[src/hw/stg_regs.svh]
// register offsets, field positions, reset values and timing counts for the station timing generator
// assumes a 32-bit apb slave clocked by pclk at 125 mhz; included by its bare name
`ifndef STG_REGS_SVH
`define STG_REGS_SVH

`define STG_ADDR_CTRL 12'h000
`define STG_ADDR_STATUS 12'h004
`define STG_ADDR_FRAME 12'h008

`define STG_CTRL_PATTERN 0
`define STG_CTRL_DUAL 1
`define STG_CTRL_FALLING 2
`define STG_CTRL_ARM 3
`define STG_CTRL_RESET 4'h0

`define STG_ST_VALID 0
`define STG_ST_ACTIVE 1
`define STG_ST_RUNNING 2
`define STG_ST_REF 3

`define STG_PCLK_MHZ 125
`define STG_REF_MISS_NS 600
`define STG_REF_MISS_CYC ((`STG_REF_MISS_NS * `STG_PCLK_MHZ + 999) / 1000)

`define STG_DIV60_LONG 66667
`define STG_DIV60_SHORT 66666
`define STG_FRAMES 60
`define STG_TC_DIV 1042
`define STG_AUX_DIV 20
`define STG_STRETCH 400
`define STG_ACT_WINDOW 1024
`define STG_LFSR_SEED 4'h1

`endif

[src/hw/stg_pkg.sv]
// types shared by the station timing generator
// assumes nothing beyond a systemverilog compiler
package stg_pkg;

	typedef enum logic [1:0] {
		STG_RUN = 2'b00,
		STG_ARMED = 2'b01,
		STG_WAIT = 2'b10
	} stg_sync_state_type;

endpackage : stg_pkg

[src/hw/stg_timing_generator.sv]
// station timing generator: 60 hz frame timing, seconds tick, time-code and aux clocks,
// test pattern, data samplers with activity check and a missed-reference detector.
// assumes apb master on pclk (125 mhz); oscillator, reference, sync and data pins are async.
`timescale 1ns/1ps
`include "stg_regs.svh"

module stg_timing_generator import stg_pkg::*; #(
	parameter int DIV60_LONG = `STG_DIV60_LONG,
	parameter int DIV60_SHORT = `STG_DIV60_SHORT,
	parameter int FRAMES = `STG_FRAMES,
	parameter int TC_DIV = `STG_TC_DIV,
	parameter int AUX_DIV = `STG_AUX_DIV,
	parameter int STRETCH = `STG_STRETCH,
	parameter int ACT_WINDOW = `STG_ACT_WINDOW
) (
	input wire logic pclk,
	input wire logic presetn,
	input wire logic psel,
	input wire logic penable,
	input wire logic pwrite,
	input wire logic [11:0] paddr,
	input wire logic [31:0] pwdata,
	output logic [31:0] prdata,
	output logic pready,
	output logic pslverr,
	input wire logic osc_8mhz,
	input wire logic ref_5mhz,
	input wire logic sync_in,
	input wire logic sample_a,
	input wire logic sample_b,
	output logic tick_60hz,
	output logic tick_1hz,
	output logic square_1hz,
	output logic stretch_1hz,
	output logic stretch_60hz,
	output logic timecode_clk,
	output logic aux_clk,
	output logic data_out,
	output logic time_valid,
	output logic data_active
);

	localparam int P_B = 0;
	localparam int P_A = 1;
	localparam int P_SYNC = 2;
	localparam int P_REF = 3;
	localparam int P_OSC = 4;
	localparam logic [16:0] LONG_M1 = 17'(DIV60_LONG - 1);
	localparam logic [16:0] SHORT_M1 = 17'(DIV60_SHORT - 1);
	localparam logic [5:0] LAST_FRAME = 6'(FRAMES - 1);
	localparam logic [5:0] SQ_START = 6'(FRAMES - FRAMES / 4);
	localparam logic [10:0] TC_LAST = 11'(TC_DIV - 1);
	localparam logic [10:0] TC_HALF = 11'(TC_DIV / 2);
	localparam logic [4:0] AUX_LAST = 5'(AUX_DIV - 1);
	localparam logic [4:0] AUX_HALF = 5'(AUX_DIV / 2);
	localparam logic [15:0] STRETCH_LEN = 16'(STRETCH);
	localparam logic [15:0] ACT_LAST = 16'(ACT_WINDOW - 1);
	localparam logic [7:0] REF_MISS = 8'(`STG_REF_MISS_CYC);

	// apb slave
	logic [3:0] ctrl;
	logic [31:0] rd_mux;
	wire acc = psel & penable & ~pready;
	wire done = psel & penable & pready;
	wire hit_ctrl = paddr == `STG_ADDR_CTRL;
	wire hit_status = paddr == `STG_ADDR_STATUS;
	wire hit_frame = paddr == `STG_ADDR_FRAME;
	wire mapped = hit_ctrl | hit_status | hit_frame;
	wire pattern_sel = ctrl[`STG_CTRL_PATTERN];
	wire dual_mode = ctrl[`STG_CTRL_DUAL];
	wire sync_falling = ctrl[`STG_CTRL_FALLING];
	wire sync_arm = ctrl[`STG_CTRL_ARM];

	// pin synchronisers; only the second stage and its delayed copy feed logic
	logic [4:0] pin_meta;
	logic [4:0] pin_sync;
	logic [4:0] pin_prev;
	wire [4:0] pin_raw = {osc_8mhz, ref_5mhz, sync_in, sample_a, sample_b};
	wire [4:0] pin_rise = pin_sync & ~pin_prev;
	wire [4:0] pin_fall = ~pin_sync & pin_prev;

	always_ff @(posedge pclk or negedge presetn) begin
		if (!presetn) begin
			pin_meta <= 5'h00;
			pin_sync <= 5'h00;
			pin_prev <= 5'h00;
		end else begin
			pin_meta <= pin_raw;
			pin_sync <= pin_meta;
			pin_prev <= pin_sync;
		end
	end

	// 4 mhz strobe: every second rising edge of the 8 mhz oscillator
	logic half;
	logic en4;

	always_ff @(posedge pclk or negedge presetn) begin
		if (!presetn) begin
			half <= 1'b0;
			en4 <= 1'b0;
		end else begin
			half <= half ^ pin_rise[P_OSC];
			en4 <= pin_rise[P_OSC] & half;
		end
	end

	// sync arm sequence
	stg_sync_state_type state;
	stg_sync_state_type next_state;
	wire edge_match = sync_falling ? pin_fall[P_SYNC] : pin_rise[P_SYNC];
	wire run = state == STG_RUN;
	wire start = (state == STG_WAIT) & ~sync_arm & edge_match;

	always_comb begin
		next_state = state;
		case (state)
			STG_RUN: begin
				if (sync_arm) next_state = STG_ARMED;
			end
			STG_ARMED: begin
				if (!sync_arm) next_state = STG_WAIT;
			end
			STG_WAIT: begin
				if (sync_arm) next_state = STG_ARMED;
				else if (edge_match) next_state = STG_RUN;
			end
			default: begin
				next_state = STG_RUN;
			end
		endcase
	end

	always_ff @(posedge pclk or negedge presetn) begin
		if (!presetn) state <= STG_RUN;
		else state <= next_state;
	end

	// 60 hz divider and frame count; while stopped the counters sit one strobe before
	// a seconds tick, so a start puts the tick within one 4 mhz cycle of the sync edge
	logic [16:0] cnt60;
	logic [1:0] phase;
	logic [5:0] frame;
	wire at_term = cnt60 == 17'h00000;
	wire term60 = run & en4 & at_term;
	wire at_last = frame == LAST_FRAME;
	wire sec_now = term60 & at_last;
	wire [5:0] next_frame = at_last ? 6'h00 : frame + 6'h01;

	always_ff @(posedge pclk or negedge presetn) begin
		if (!presetn) begin
			cnt60 <= 17'h00000;
			phase <= 2'h0;
		end else if (!run) begin
			cnt60 <= 17'h00000;
			phase <= 2'h0;
		end else if (en4) begin
			cnt60 <= at_term ? ((phase == 2'h2) ? SHORT_M1 : LONG_M1) : cnt60 - 17'h00001;
			if (at_term) phase <= (phase == 2'h2) ? 2'h0 : phase + 2'h1;
		end
	end

	always_ff @(posedge pclk or negedge presetn) begin
		if (!presetn) frame <= 6'h00;
		else if (!run) frame <= LAST_FRAME;
		else if (term60) frame <= next_frame;
	end

	always_ff @(posedge pclk or negedge presetn) begin
		if (!presetn) begin
			tick_60hz <= 1'b0;
			tick_1hz <= 1'b0;
			square_1hz <= 1'b0;
		end else if (!run) begin
			tick_60hz <= 1'b0;
			tick_1hz <= 1'b0;
			square_1hz <= 1'b0;
		end else if (en4) begin
			tick_60hz <= at_term;
			tick_1hz <= at_term & at_last;
			if (at_term) square_1hz <= next_frame >= SQ_START;
		end
	end

	// stretched ticks for the display clock, one per tick kind
	logic [1:0] stretch_q;
	wire [1:0] stretch_trig = {term60, sec_now};

	genvar gi;
	generate
		for (gi = 0; gi < 2; gi++) begin : g_stretch
			logic [15:0] left;
			always_ff @(posedge pclk or negedge presetn) begin
				if (!presetn) begin
					left <= 16'h0000;
					stretch_q[gi] <= 1'b0;
				end else if (stretch_trig[gi]) begin
					left <= STRETCH_LEN;
					stretch_q[gi] <= 1'b1;
				end else if (en4 && left != 16'h0000) begin
					left <= left - 16'h0001;
					if (left == 16'h0001) stretch_q[gi] <= 1'b0;
				end
			end
		end
	endgenerate

	assign stretch_1hz = stretch_q[0];
	assign stretch_60hz = stretch_q[1];

	// time-code and auxiliary dividers
	logic [10:0] tc_cnt;
	logic [4:0] aux_cnt;

	always_ff @(posedge pclk or negedge presetn) begin
		if (!presetn) tc_cnt <= 11'h000;
		else if (!run || term60) tc_cnt <= 11'h000;
		else if (en4) tc_cnt <= (tc_cnt == TC_LAST) ? 11'h000 : tc_cnt + 11'h001;
	end

	always_ff @(posedge pclk or negedge presetn) begin
		if (!presetn) aux_cnt <= 5'h00;
		else if (!run) aux_cnt <= 5'h00;
		else if (en4) aux_cnt <= (aux_cnt == AUX_LAST) ? 5'h00 : aux_cnt + 5'h01;
	end

	// one pclk of lag against the counters is accepted to keep the outputs registered
	always_ff @(posedge pclk or negedge presetn) begin
		if (!presetn) begin
			timecode_clk <= 1'b0;
			aux_clk <= 1'b0;
		end else begin
			timecode_clk <= run & (tc_cnt < TC_HALF);
			aux_clk <= run & (aux_cnt < AUX_HALF);
		end
	end

	// test pattern: x^4 + x^3 + 1, period fifteen
	logic [3:0] lfsr;
	// the tick's own slot carries the first pattern bit, so every frame matches bit for bit
	wire [3:0] lfsr_cur = term60 ? `STG_LFSR_SEED : lfsr;

	always_ff @(posedge pclk or negedge presetn) begin
		if (!presetn) lfsr <= `STG_LFSR_SEED;
		else if (!run) lfsr <= `STG_LFSR_SEED;
		else if (en4) lfsr <= {lfsr_cur[2:0], lfsr_cur[3] ^ lfsr_cur[2]};
	end

	// samplers: single mode takes input a every strobe, dual mode alternates a and b
	logic slot;
	wire take_b = dual_mode & slot;
	wire [1:0] smp_stb = {en4 & take_b, en4 & ~take_b};
	wire [1:0] smp_pin = {pin_sync[P_B], pin_sync[P_A]};
	wire sample_now = take_b ? pin_sync[P_B] : pin_sync[P_A];

	always_ff @(posedge pclk or negedge presetn) begin
		if (!presetn) begin
			slot <= 1'b0;
			data_out <= 1'b0;
		end else if (en4) begin
			slot <= dual_mode & ~slot;
			data_out <= pattern_sel ? lfsr_cur[3] : sample_now;
		end
	end

	// activity check over a window of strobes
	logic [15:0] act_cnt;
	logic [1:0] seen0;
	logic [1:0] seen1;
	wire act_end = en4 & (act_cnt == ACT_LAST);
	wire [1:0] busy = seen0 & seen1;

	generate
		for (gi = 0; gi < 2; gi++) begin : g_act
			always_ff @(posedge pclk or negedge presetn) begin
				if (!presetn) begin
					seen0[gi] <= 1'b0;
					seen1[gi] <= 1'b0;
				end else begin
					if (act_end) begin
						seen0[gi] <= 1'b0;
						seen1[gi] <= 1'b0;
					end else if (smp_stb[gi]) begin
						seen0[gi] <= seen0[gi] | ~smp_pin[gi];
						seen1[gi] <= seen1[gi] | smp_pin[gi];
					end
				end
			end
		end
	endgenerate

	always_ff @(posedge pclk or negedge presetn) begin
		if (!presetn) begin
			act_cnt <= 16'h0000;
			data_active <= 1'b0;
		end else if (en4) begin
			act_cnt <= (act_cnt == ACT_LAST) ? 16'h0000 : act_cnt + 16'h0001;
			if (act_end) data_active <= busy[0] & (busy[1] | ~dual_mode);
		end
	end

	// missed reference: no 5 mhz rising edge for about three of its periods
	logic [7:0] ref_cnt;
	wire ref_lost = ref_cnt >= REF_MISS;

	always_ff @(posedge pclk or negedge presetn) begin
		if (!presetn) ref_cnt <= 8'h00;
		else if (pin_rise[P_REF]) ref_cnt <= 8'h00;
		else if (!ref_lost) ref_cnt <= ref_cnt + 8'h01;
	end

	// time valid: only a completed sync arm sequence can set it again
	logic valid_pending;

	always_ff @(posedge pclk or negedge presetn) begin
		if (!presetn) valid_pending <= 1'b0;
		else if (start) valid_pending <= 1'b1;
		else if (!run) valid_pending <= 1'b0;
		else if (sec_now) valid_pending <= 1'b0;
	end

	always_ff @(posedge pclk or negedge presetn) begin
		if (!presetn) time_valid <= 1'b0;
		else if (!run || ref_lost) time_valid <= 1'b0;
		else if (sec_now && valid_pending) time_valid <= 1'b1;
	end

	// register reads and writes; every access takes one wait cycle
	always_comb begin
		rd_mux = 32'h00000000;
		if (hit_ctrl) rd_mux[3:0] = ctrl;
		if (hit_status) begin
			rd_mux[`STG_ST_VALID] = time_valid;
			rd_mux[`STG_ST_ACTIVE] = data_active;
			rd_mux[`STG_ST_RUNNING] = run;
			rd_mux[`STG_ST_REF] = ~ref_lost;
		end
		if (hit_frame) rd_mux[5:0] = frame;
	end

	always_ff @(posedge pclk or negedge presetn) begin
		if (!presetn) begin
			pready <= 1'b0;
			pslverr <= 1'b0;
			prdata <= 32'h00000000;
		end else begin
			pready <= acc;
			pslverr <= acc & ~mapped;
			prdata <= (acc & ~pwrite) ? rd_mux : 32'h00000000;
		end
	end

	always_ff @(posedge pclk or negedge presetn) begin
		if (!presetn) ctrl <= `STG_CTRL_RESET;
		else if (done && pwrite && hit_ctrl) ctrl <= pwdata[3:0];
	end

endmodule : stg_timing_generator

[config.mk]
export PLATFORM = sky130hd
export DESIGN_NAME = stg_timing_generator
export DESIGN_NICKNAME = d
export VERILOG_FILES = /design/src/hw/stg_pkg.sv /design/src/hw/stg_timing_generator.sv
export VERILOG_INCLUDE_DIRS = /design/src /design/src/hw
export SDC_FILE = /design/constraint.sdc
export NUM_CORES = 1
export LEC_CHECK = 0
export ABC_CLOCK_PERIOD_IN_PS = 7860
export BUFFER_PORTS_ARGS = -buffer_cell sky130_fd_sc_hd__buf_2
export CORE_UTILIZATION = 42
export CTS_BUF_LIST = sky130_fd_sc_hd__clkbuf_2 sky130_fd_sc_hd__clkbuf_4 sky130_fd_sc_hd__clkbuf_8
export DETAILED_ROUTE_END_ITERATION = 10
export MAX_ROUTING_LAYER = met4
export SYNTH_ARGS = -nofsm -noshare
export SYNTH_HDL_FRONTEND = slang
export SYNTH_SLANG_ARGS = --single-unit
[constraint.sdc]
create_clock -name pclk -period 7.86 [get_ports pclk]
set_clock_uncertainty 0.1 [all_clocks]
set_input_delay 0.786 -clock pclk [delete_from_list [all_inputs] [get_ports pclk]]
set_output_delay 0.786 -clock pclk [all_outputs]
set_load 0.1 [all_outputs]
# == Word-level counts from Yosys, hierarchy flattened ==
# Cells that the tools add are included.
# W data, S select, Z words.
# classes
n_bitwise,44
n_mux,65
n_eq_ne,19
n_reduce_logical,26
n_lt_le_gt_ge,4
n_addsub,9
# ops
op,n
$mux W16,5
$mux W17,3
$mux W11,3
$eq A16 B1 Y1 const B,2
$reduce_bool A16 Y1,2
$sub A16 B1 Y16 const B,2
$mux W6,5
$mux W1,29
$and A1 B1 Y1,20
$mux W4,5
$mux W2,9
$logic_not A17 Y1,1
$sub A17 B1 Y17 const B,1
$add A16 B1 Y16 const B,1
$eq A16 B10 Y1 const B,1
$mux W8,2
$reduce_bool A2 Y1,8
$mux W5,3
$eq A12 B3 Y1 const B,1
$eq A12 B4 Y1 const B,1
$logic_not A12 Y1,1
$add A11 B1 Y11 const B,1
$eq A11 B11 Y1 const B,1
$lt A11 B10 Y1 const B,1
other kinds (30),59
# word_totals
inputBits,54
wordCells,203
regBits,148

# == Depth between registers and ports, before layout ==
# depth
ltp_word,7
depth_mapped,9
mapped_depth_nobuf,7

# == Worst setup path before layout ==
# OpenSTA, ideal clock, no wires.
# synth_timing
path_type,input port to flip-flop
startpoint,in paddr[7]
endpoint,reg ctrl[0]
arrival_time_ns,2.341
stages,5
setup_ns,0.125
setup_slack_ns,5.295
path_cell_list,nor4_1 -> nand3_1 -> or2_1 -> nor4_1 -> mux2_2
# synth_between
elab_chain_cells,2
# synth_rtl
element,line_no,rtl
"start, declared",stg_timing_generator.sv:21,"input wire logic [11:0] paddr,"
$logic_not A12 Y1 (no source line),--,
$logic_and A1 B1 Y1,stg_timing_generator.sv:355,else if (done && pwrite && hit_ctrl) ctrl <= pwdata[3:0];
"end signal, assigned",stg_timing_generator.sv:354,if (!presetn) ctrl <= `STG_CTRL_RESET;
"end signal, assigned",stg_timing_generator.sv:355,
"end, declared",stg_timing_generator.sv:61,logic [3:0] ctrl;
# No other way between the ends.
# A chain may end at the register's enable or synchronous reset.

# == Final worst setup path ==
# layout_timing
startpoint,reg cnt60[4]
endpoint,reg frame[2]
# layout_between
elab_chain_cells,3
# layout_rtl
element,line_no,rtl
"start, declared",stg_timing_generator.sv:141,logic [16:0] cnt60;
"start signal, assigned",stg_timing_generator.sv:158,cnt60 <= at_term ? ((phase == 2'h2) ? SHORT_M1 : LONG_M1) : cnt60 - 17'h00001;
$logic_not A17 Y1,stg_timing_generator.sv:144,wire at_term = cnt60 == 17'h00000;
$and A1 B1 Y1,stg_timing_generator.sv:145,wire term60 = run & en4 & at_term;
$ne A2 B1 Y1 (no source line),--,
"end signal, assigned",stg_timing_generator.sv:166,else if (term60) frame <= next_frame;
"end, declared",stg_timing_generator.sv:143,logic [5:0] frame;
# No other way between the ends.

==> impl_metrics.prom <==
# TYPE chip_impl_metric gauge
chip_impl_metric{name="totalPowerFinal",unit="mW"} 2.15
chip_impl_metric{name="slew_violations",unit=""} 0
chip_impl_metric{name="hold_viol_final",unit=""} 0
chip_impl_metric{name="drcViolationCount",unit=""} 0
chip_impl_metric{name="stdcell_count",unit=""} 1009
chip_impl_metric{name="grt.total_usage",unit="%"} 18.8
chip_impl_metric{name="combinationalPowerShare",unit="%"} 24.4
chip_impl_metric{name="timing.slew.headroom",unit="%"} 26.3
chip_impl_metric{name="p_leak",unit="nW"} 3.60
chip_impl_info{name="startpoint_type",value="register"} 1
chip_impl_metric{name="detailroute.via_count",unit=""} 5407
chip_impl_metric{name="yosysSeqAreaShare",unit="%"} 50.8
chip_impl_metric{name="async_flop_share",unit="%"} 100
chip_impl_info{name="rr_endpoint",value="frame[2]"} 1
chip_impl_metric{name="grt_overflow_total",unit=""} 0
chip_impl_metric{name="finalCriticalPeriod",unit="ns"} 3.20
chip_impl_info{name="run_status",value="complete, no violations"} 1
chip_impl_metric{name="cts_inserted_buffers",unit=""} 17
chip_impl_metric{name="placement.io_buffers",unit=""} 43
chip_impl_metric{name="synth-edff-count",unit=""} 0
chip_impl_metric{name="synthesis.area_per_instance",unit="um2"} 9.80
chip_impl_metric{name="worst-endpoint-arrival",unit="ns"} 3.44
chip_impl_info{name="cts_tree",value="yes"} 1
chip_impl_metric{name="number_of_nets_with_antenna_violations_after_routing",unit=""} 0
chip_impl_metric{name="fin_crit_sh",unit="%"} 40.8
chip_impl_metric{name="clk_pin_slew",unit="ns"} 0.08
chip_impl_metric{name="worst_path_largest_cell_delay",unit="ns"} 0.78
chip_impl_metric{name="fin_nets",unit=""} 846
chip_impl_metric{name="boundaryPins",unit=""} 98
chip_impl_metric{name="grt_pass1_vias",unit=""} 5345
chip_impl_info{name="hold_class",value="primary input to asynchronous set/reset pin"} 1
chip_impl_metric{name="regToRegSetupSlack",unit="ns"} 4.66
chip_impl_metric{name="power.share.sequential",unit="%"} 48.9
chip_impl_metric{name="postRouteWirelength",unit="um"} 15000
chip_impl_info{name="grt_setup_unrepaired",value="false"} 1
chip_impl_metric{name="antenna_violations_before_repair",unit=""} 0
chip_impl_metric{name="cts_hold_buf",unit=""} 0
chip_impl_metric{name="vias_per_cell",unit=""} 5.36
chip_impl_info{name="crit_type",value="register to register"} 1
chip_impl_metric{name="drt-wirelength-per-cell",unit="um"} 14.9
chip_impl_metric{name="worst-slew-pin-transition",unit="ns"} 1.10
chip_impl_metric{name="power.share.switching",unit="%"} 36.6
chip_impl_metric{name="finalSetupViolCount",unit=""} 0
chip_impl_metric{name="power.internal",unit="mW"} 1.36
chip_impl_metric{name="placementRows",unit=""} 47
chip_impl_info{name="ys_dominant_reg_cell",value="sky130_fd_sc_hd__dfrtp_1"} 1
chip_impl_metric{name="synth.distinct_cells",unit=""} 63
chip_impl_metric{name="drt-initial-drc-count",unit=""} 357
chip_impl_metric{name="clkPwrFrac",unit="%"} 26.7
chip_impl_metric{name="fmax",unit="MHz"} 312
chip_impl_metric{name="floorplan.die.width",unit="um"} 133
chip_impl_metric{name="number_of_sinks_handled_by_clock_tree_synthesis",unit=""} 146
chip_impl_metric{name="placedCellCount",unit=""} 977
chip_impl_metric{name="worstSkewPairLatency",unit="ns"} 0.44
chip_impl_metric{name="num_antenna_cells",unit=""} 0
chip_impl_metric{name="htree_levels",unit=""} 4
chip_impl_metric{name="floorplan.die.height",unit="um"} 133
chip_impl_metric{name="finalWeightedCongestion",unit=""} 0.828
chip_impl_info{name="ctsRootBufferMaster",value="sky130_fd_sc_hd__clkbuf_8"} 1
chip_impl_metric{name="pwr_dens",unit="mW/mm2"} 271
chip_impl_info{name="crit_path_top_delay_cell",value="sky130_fd_sc_hd__o21ai_1"} 1
chip_impl_metric{name="start_util",unit="%"} 43.2
chip_impl_metric{name="biggest_fanout_along_the_worst_timing_path",unit=""} 12
chip_impl_metric{name="fp.coreArea",unit="mm2"} 0.0166
chip_impl_metric{name="synth_seq_cells",unit=""} 146
chip_impl_metric{name="cts-root-to-sink-buffers",unit=""} 2
chip_impl_info{name="reg2reg_from",value="cnt60[4]"} 1
chip_impl_metric{name="summed_negative_setup_slack_over_all_endpoints",unit="ns"} 0
chip_impl_metric{name="detailed_place_hpwl",unit="um"} 10100
chip_impl_metric{name="mappedNetlistArea",unit="mm2"} 0.00719
chip_impl_metric{name="grt_pass1_wl",unit="um"} 25800
chip_impl_metric{name="area_growth",unit="%"} 10.2
chip_impl_metric{name="cp.required",unit="ns"} 8.10
chip_impl_metric{name="post_synth_inst_count",unit=""} 734
chip_impl_metric{name="whs",unit="ns"} 0.231
chip_impl_metric{name="first_pass_iters",unit=""} 5
chip_impl_metric{name="vdd_drop_max",unit="uV"} 136
chip_impl_metric{name="yosysWarningCount",unit=""} 0
chip_impl_metric{name="net-switching-power",unit="uW"} 786
chip_impl_metric{name="worstRegToRegCells",unit=""} 5
chip_impl_metric{name="grt_max_degree",unit=""} 75
chip_impl_metric{name="max_cap_viol_count",unit=""} 0
chip_impl_info{name="path_cells",value="nor4_1 -> nand4_1 -> o21ai_1 -> o21ai_0 -> a32o_1"} 1
chip_impl_metric{name="final_layout_size_suffix_gt1_share",unit="%"} 12.2
chip_impl_metric{name="cts_resized",unit=""} 0
chip_impl_metric{name="die_area",unit="mm2"} 0.0177
chip_impl_metric{name="postCtsSetupBuffers",unit=""} 0
chip_impl_metric{name="fillCellCount",unit=""} 1568
chip_impl_info{name="worstSetupEndpointType",value="register"} 1
==> how the worst max path moves through the flow <==
stage | cells after the start | slack (ns) | start | endpoint
2_1_floorplan | 5 | 5.29 | paddr[7] | ctrl[0]
3_3_place_gp | 5 | 4.77 | cnt60[4] | frame[2]
3_5_place_dp | 4 | 4.71 | cnt60[4] | frame[3]
4_1_cts | 4 | 4.72 | cnt60[4] | frame[3]
5_1_grt | 5 | 4.37 | cnt60[4] | frame[2]
6_report | 5 | 4.66 | cnt60[4] | frame[2]
==> synthesized netlist by cell type (6+ instances only) <==
cell type                    n  area [um2]
sky130_fd_sc_hd__a211oi_1    8        60.1
sky130_fd_sc_hd__nand4_1    21         131
sky130_fd_sc_hd__a21o_1      6        45.0
sky130_fd_sc_hd__nand3_1    25         125
sky130_fd_sc_hd__clkbuf_1   23        86.3
sky130_fd_sc_hd__dfrtp_1   145        3630
sky130_fd_sc_hd__nor3b_1     7        52.6
sky130_fd_sc_hd__a21oi_1    40         200
sky130_fd_sc_hd__and3_1      7        43.8
sky130_fd_sc_hd__buf_4      26         195
sky130_fd_sc_hd__xnor2_1    35         307
sky130_fd_sc_hd__nor4_1     24         150
sky130_fd_sc_hd__o21ai_0    33         165
sky130_fd_sc_hd__or3_1       9        56.3
sky130_fd_sc_hd__inv_1      18        67.6
sky130_fd_sc_hd__ha_1       16         200
sky130_fd_sc_hd__nor2_1     92         345
sky130_fd_sc_hd__nor3_1     23         115
sky130_fd_sc_hd__nand2_1    53         199
sky130_fd_sc_hd__nor2b_1    11        68.8
sky130_fd_sc_hd__xor2_1     22         193
==> through the flow <==
step / util [%] / area, um2 / setup slack, ns
floorplan: - / 7290 / 5.29
global placement: 45.3 / 7540 / 4.77
detailed placement: 45.3 / 7540 / 4.71
CTS: 47.6 / 7930 / 4.72
global route: 47.6 / 7930 / 4.37
finish: 47.6 / 7930 / 4.66
==> area by class of cell <==
class / instances / area (um2) / area share (%)
Timing Repair Buffer: 49 / 267 / 3.36
Clock buffer: 18 / 241 / 3.05
Tap cell: 220 / 275 / 3.47
Inverter: 19 / 71.3 / 0.900
Sequential cell: 146 / 3650 / 46.1
Clock inverter: 14 / 141 / 1.78
Multi-Input combinational cell: 543 / 3280 / 41.3
==> registers in the layout, summed over array words and instances (netlist names), 6 cells and up <==
name	flops
ref_cnt	8
act_cnt	16
prdata	6
frame	6
tc_cnt	11
g_stretch.left	32
cnt60	17
==> critical path: cells and delay by family, from the launching register on <==
family             cells  cell delay (ns)
AOI/OAI and AO/OA      3             1.23
DFF                    1             0.44
and+or+nand+nor        2             1.32
==> placed cells by master, fill, tap and decap left out, drive strengths merged, types with 9 or more instances in the layout <==
master | synthesis | final
ha | 16 | 16
or3 | 10 | 10
clkinv | 1 | 9
clkbuf | 24 | 18
buf | 27 | 49
xnor2 | 35 | 35
nand4 | 21 | 21
nor4 | 25 | 25
dfrtp | 145 | 145
conb | 1 | 26
o21ai | 34 | 34
a21oi | 40 | 40
nand3 | 25 | 25
nor3 | 23 | 23
nand2 | 53 | 53
nor2b | 11 | 11
inv | 18 | 18
xor2 | 22 | 22
nor2 | 92 | 92
==> cell families (layout without fill, tap and decap cells) <==
kind of cell,Yosys count,in the layout,synth area share (%)
xor gates and xnor gates,57,57,6.94
adders and majority gates,16,16,2.78
DFF,146,146,50.8
other,1,26,0.0521
AOI/OAI and AO/OA,129,129,11.3
muxes,8,8,1.20
buffers and inverters,70,100,5.03
and+or+nand+nor,307,307,21.9
==> metal layers <==
layer  GRT usage (%)  part of all wire, %
met5               -                    0
met4            5.68                  1.1
met3            4.14                  3.7
met2            30.6                   50
met1            23.3                   45
==> power by group through the flow <==
stage               Sequential (mW)  Combinational [mW]  Clock, mW
CTS                            1.05               0.526      0.589
floorplan                      1.07               0.384          0
finish                         1.05               0.524      0.572
global placement               1.05               0.504          0
global route                   1.08               0.586      0.624
detailed placement             1.06               0.522          0
(Power assumes the default switching activity.)
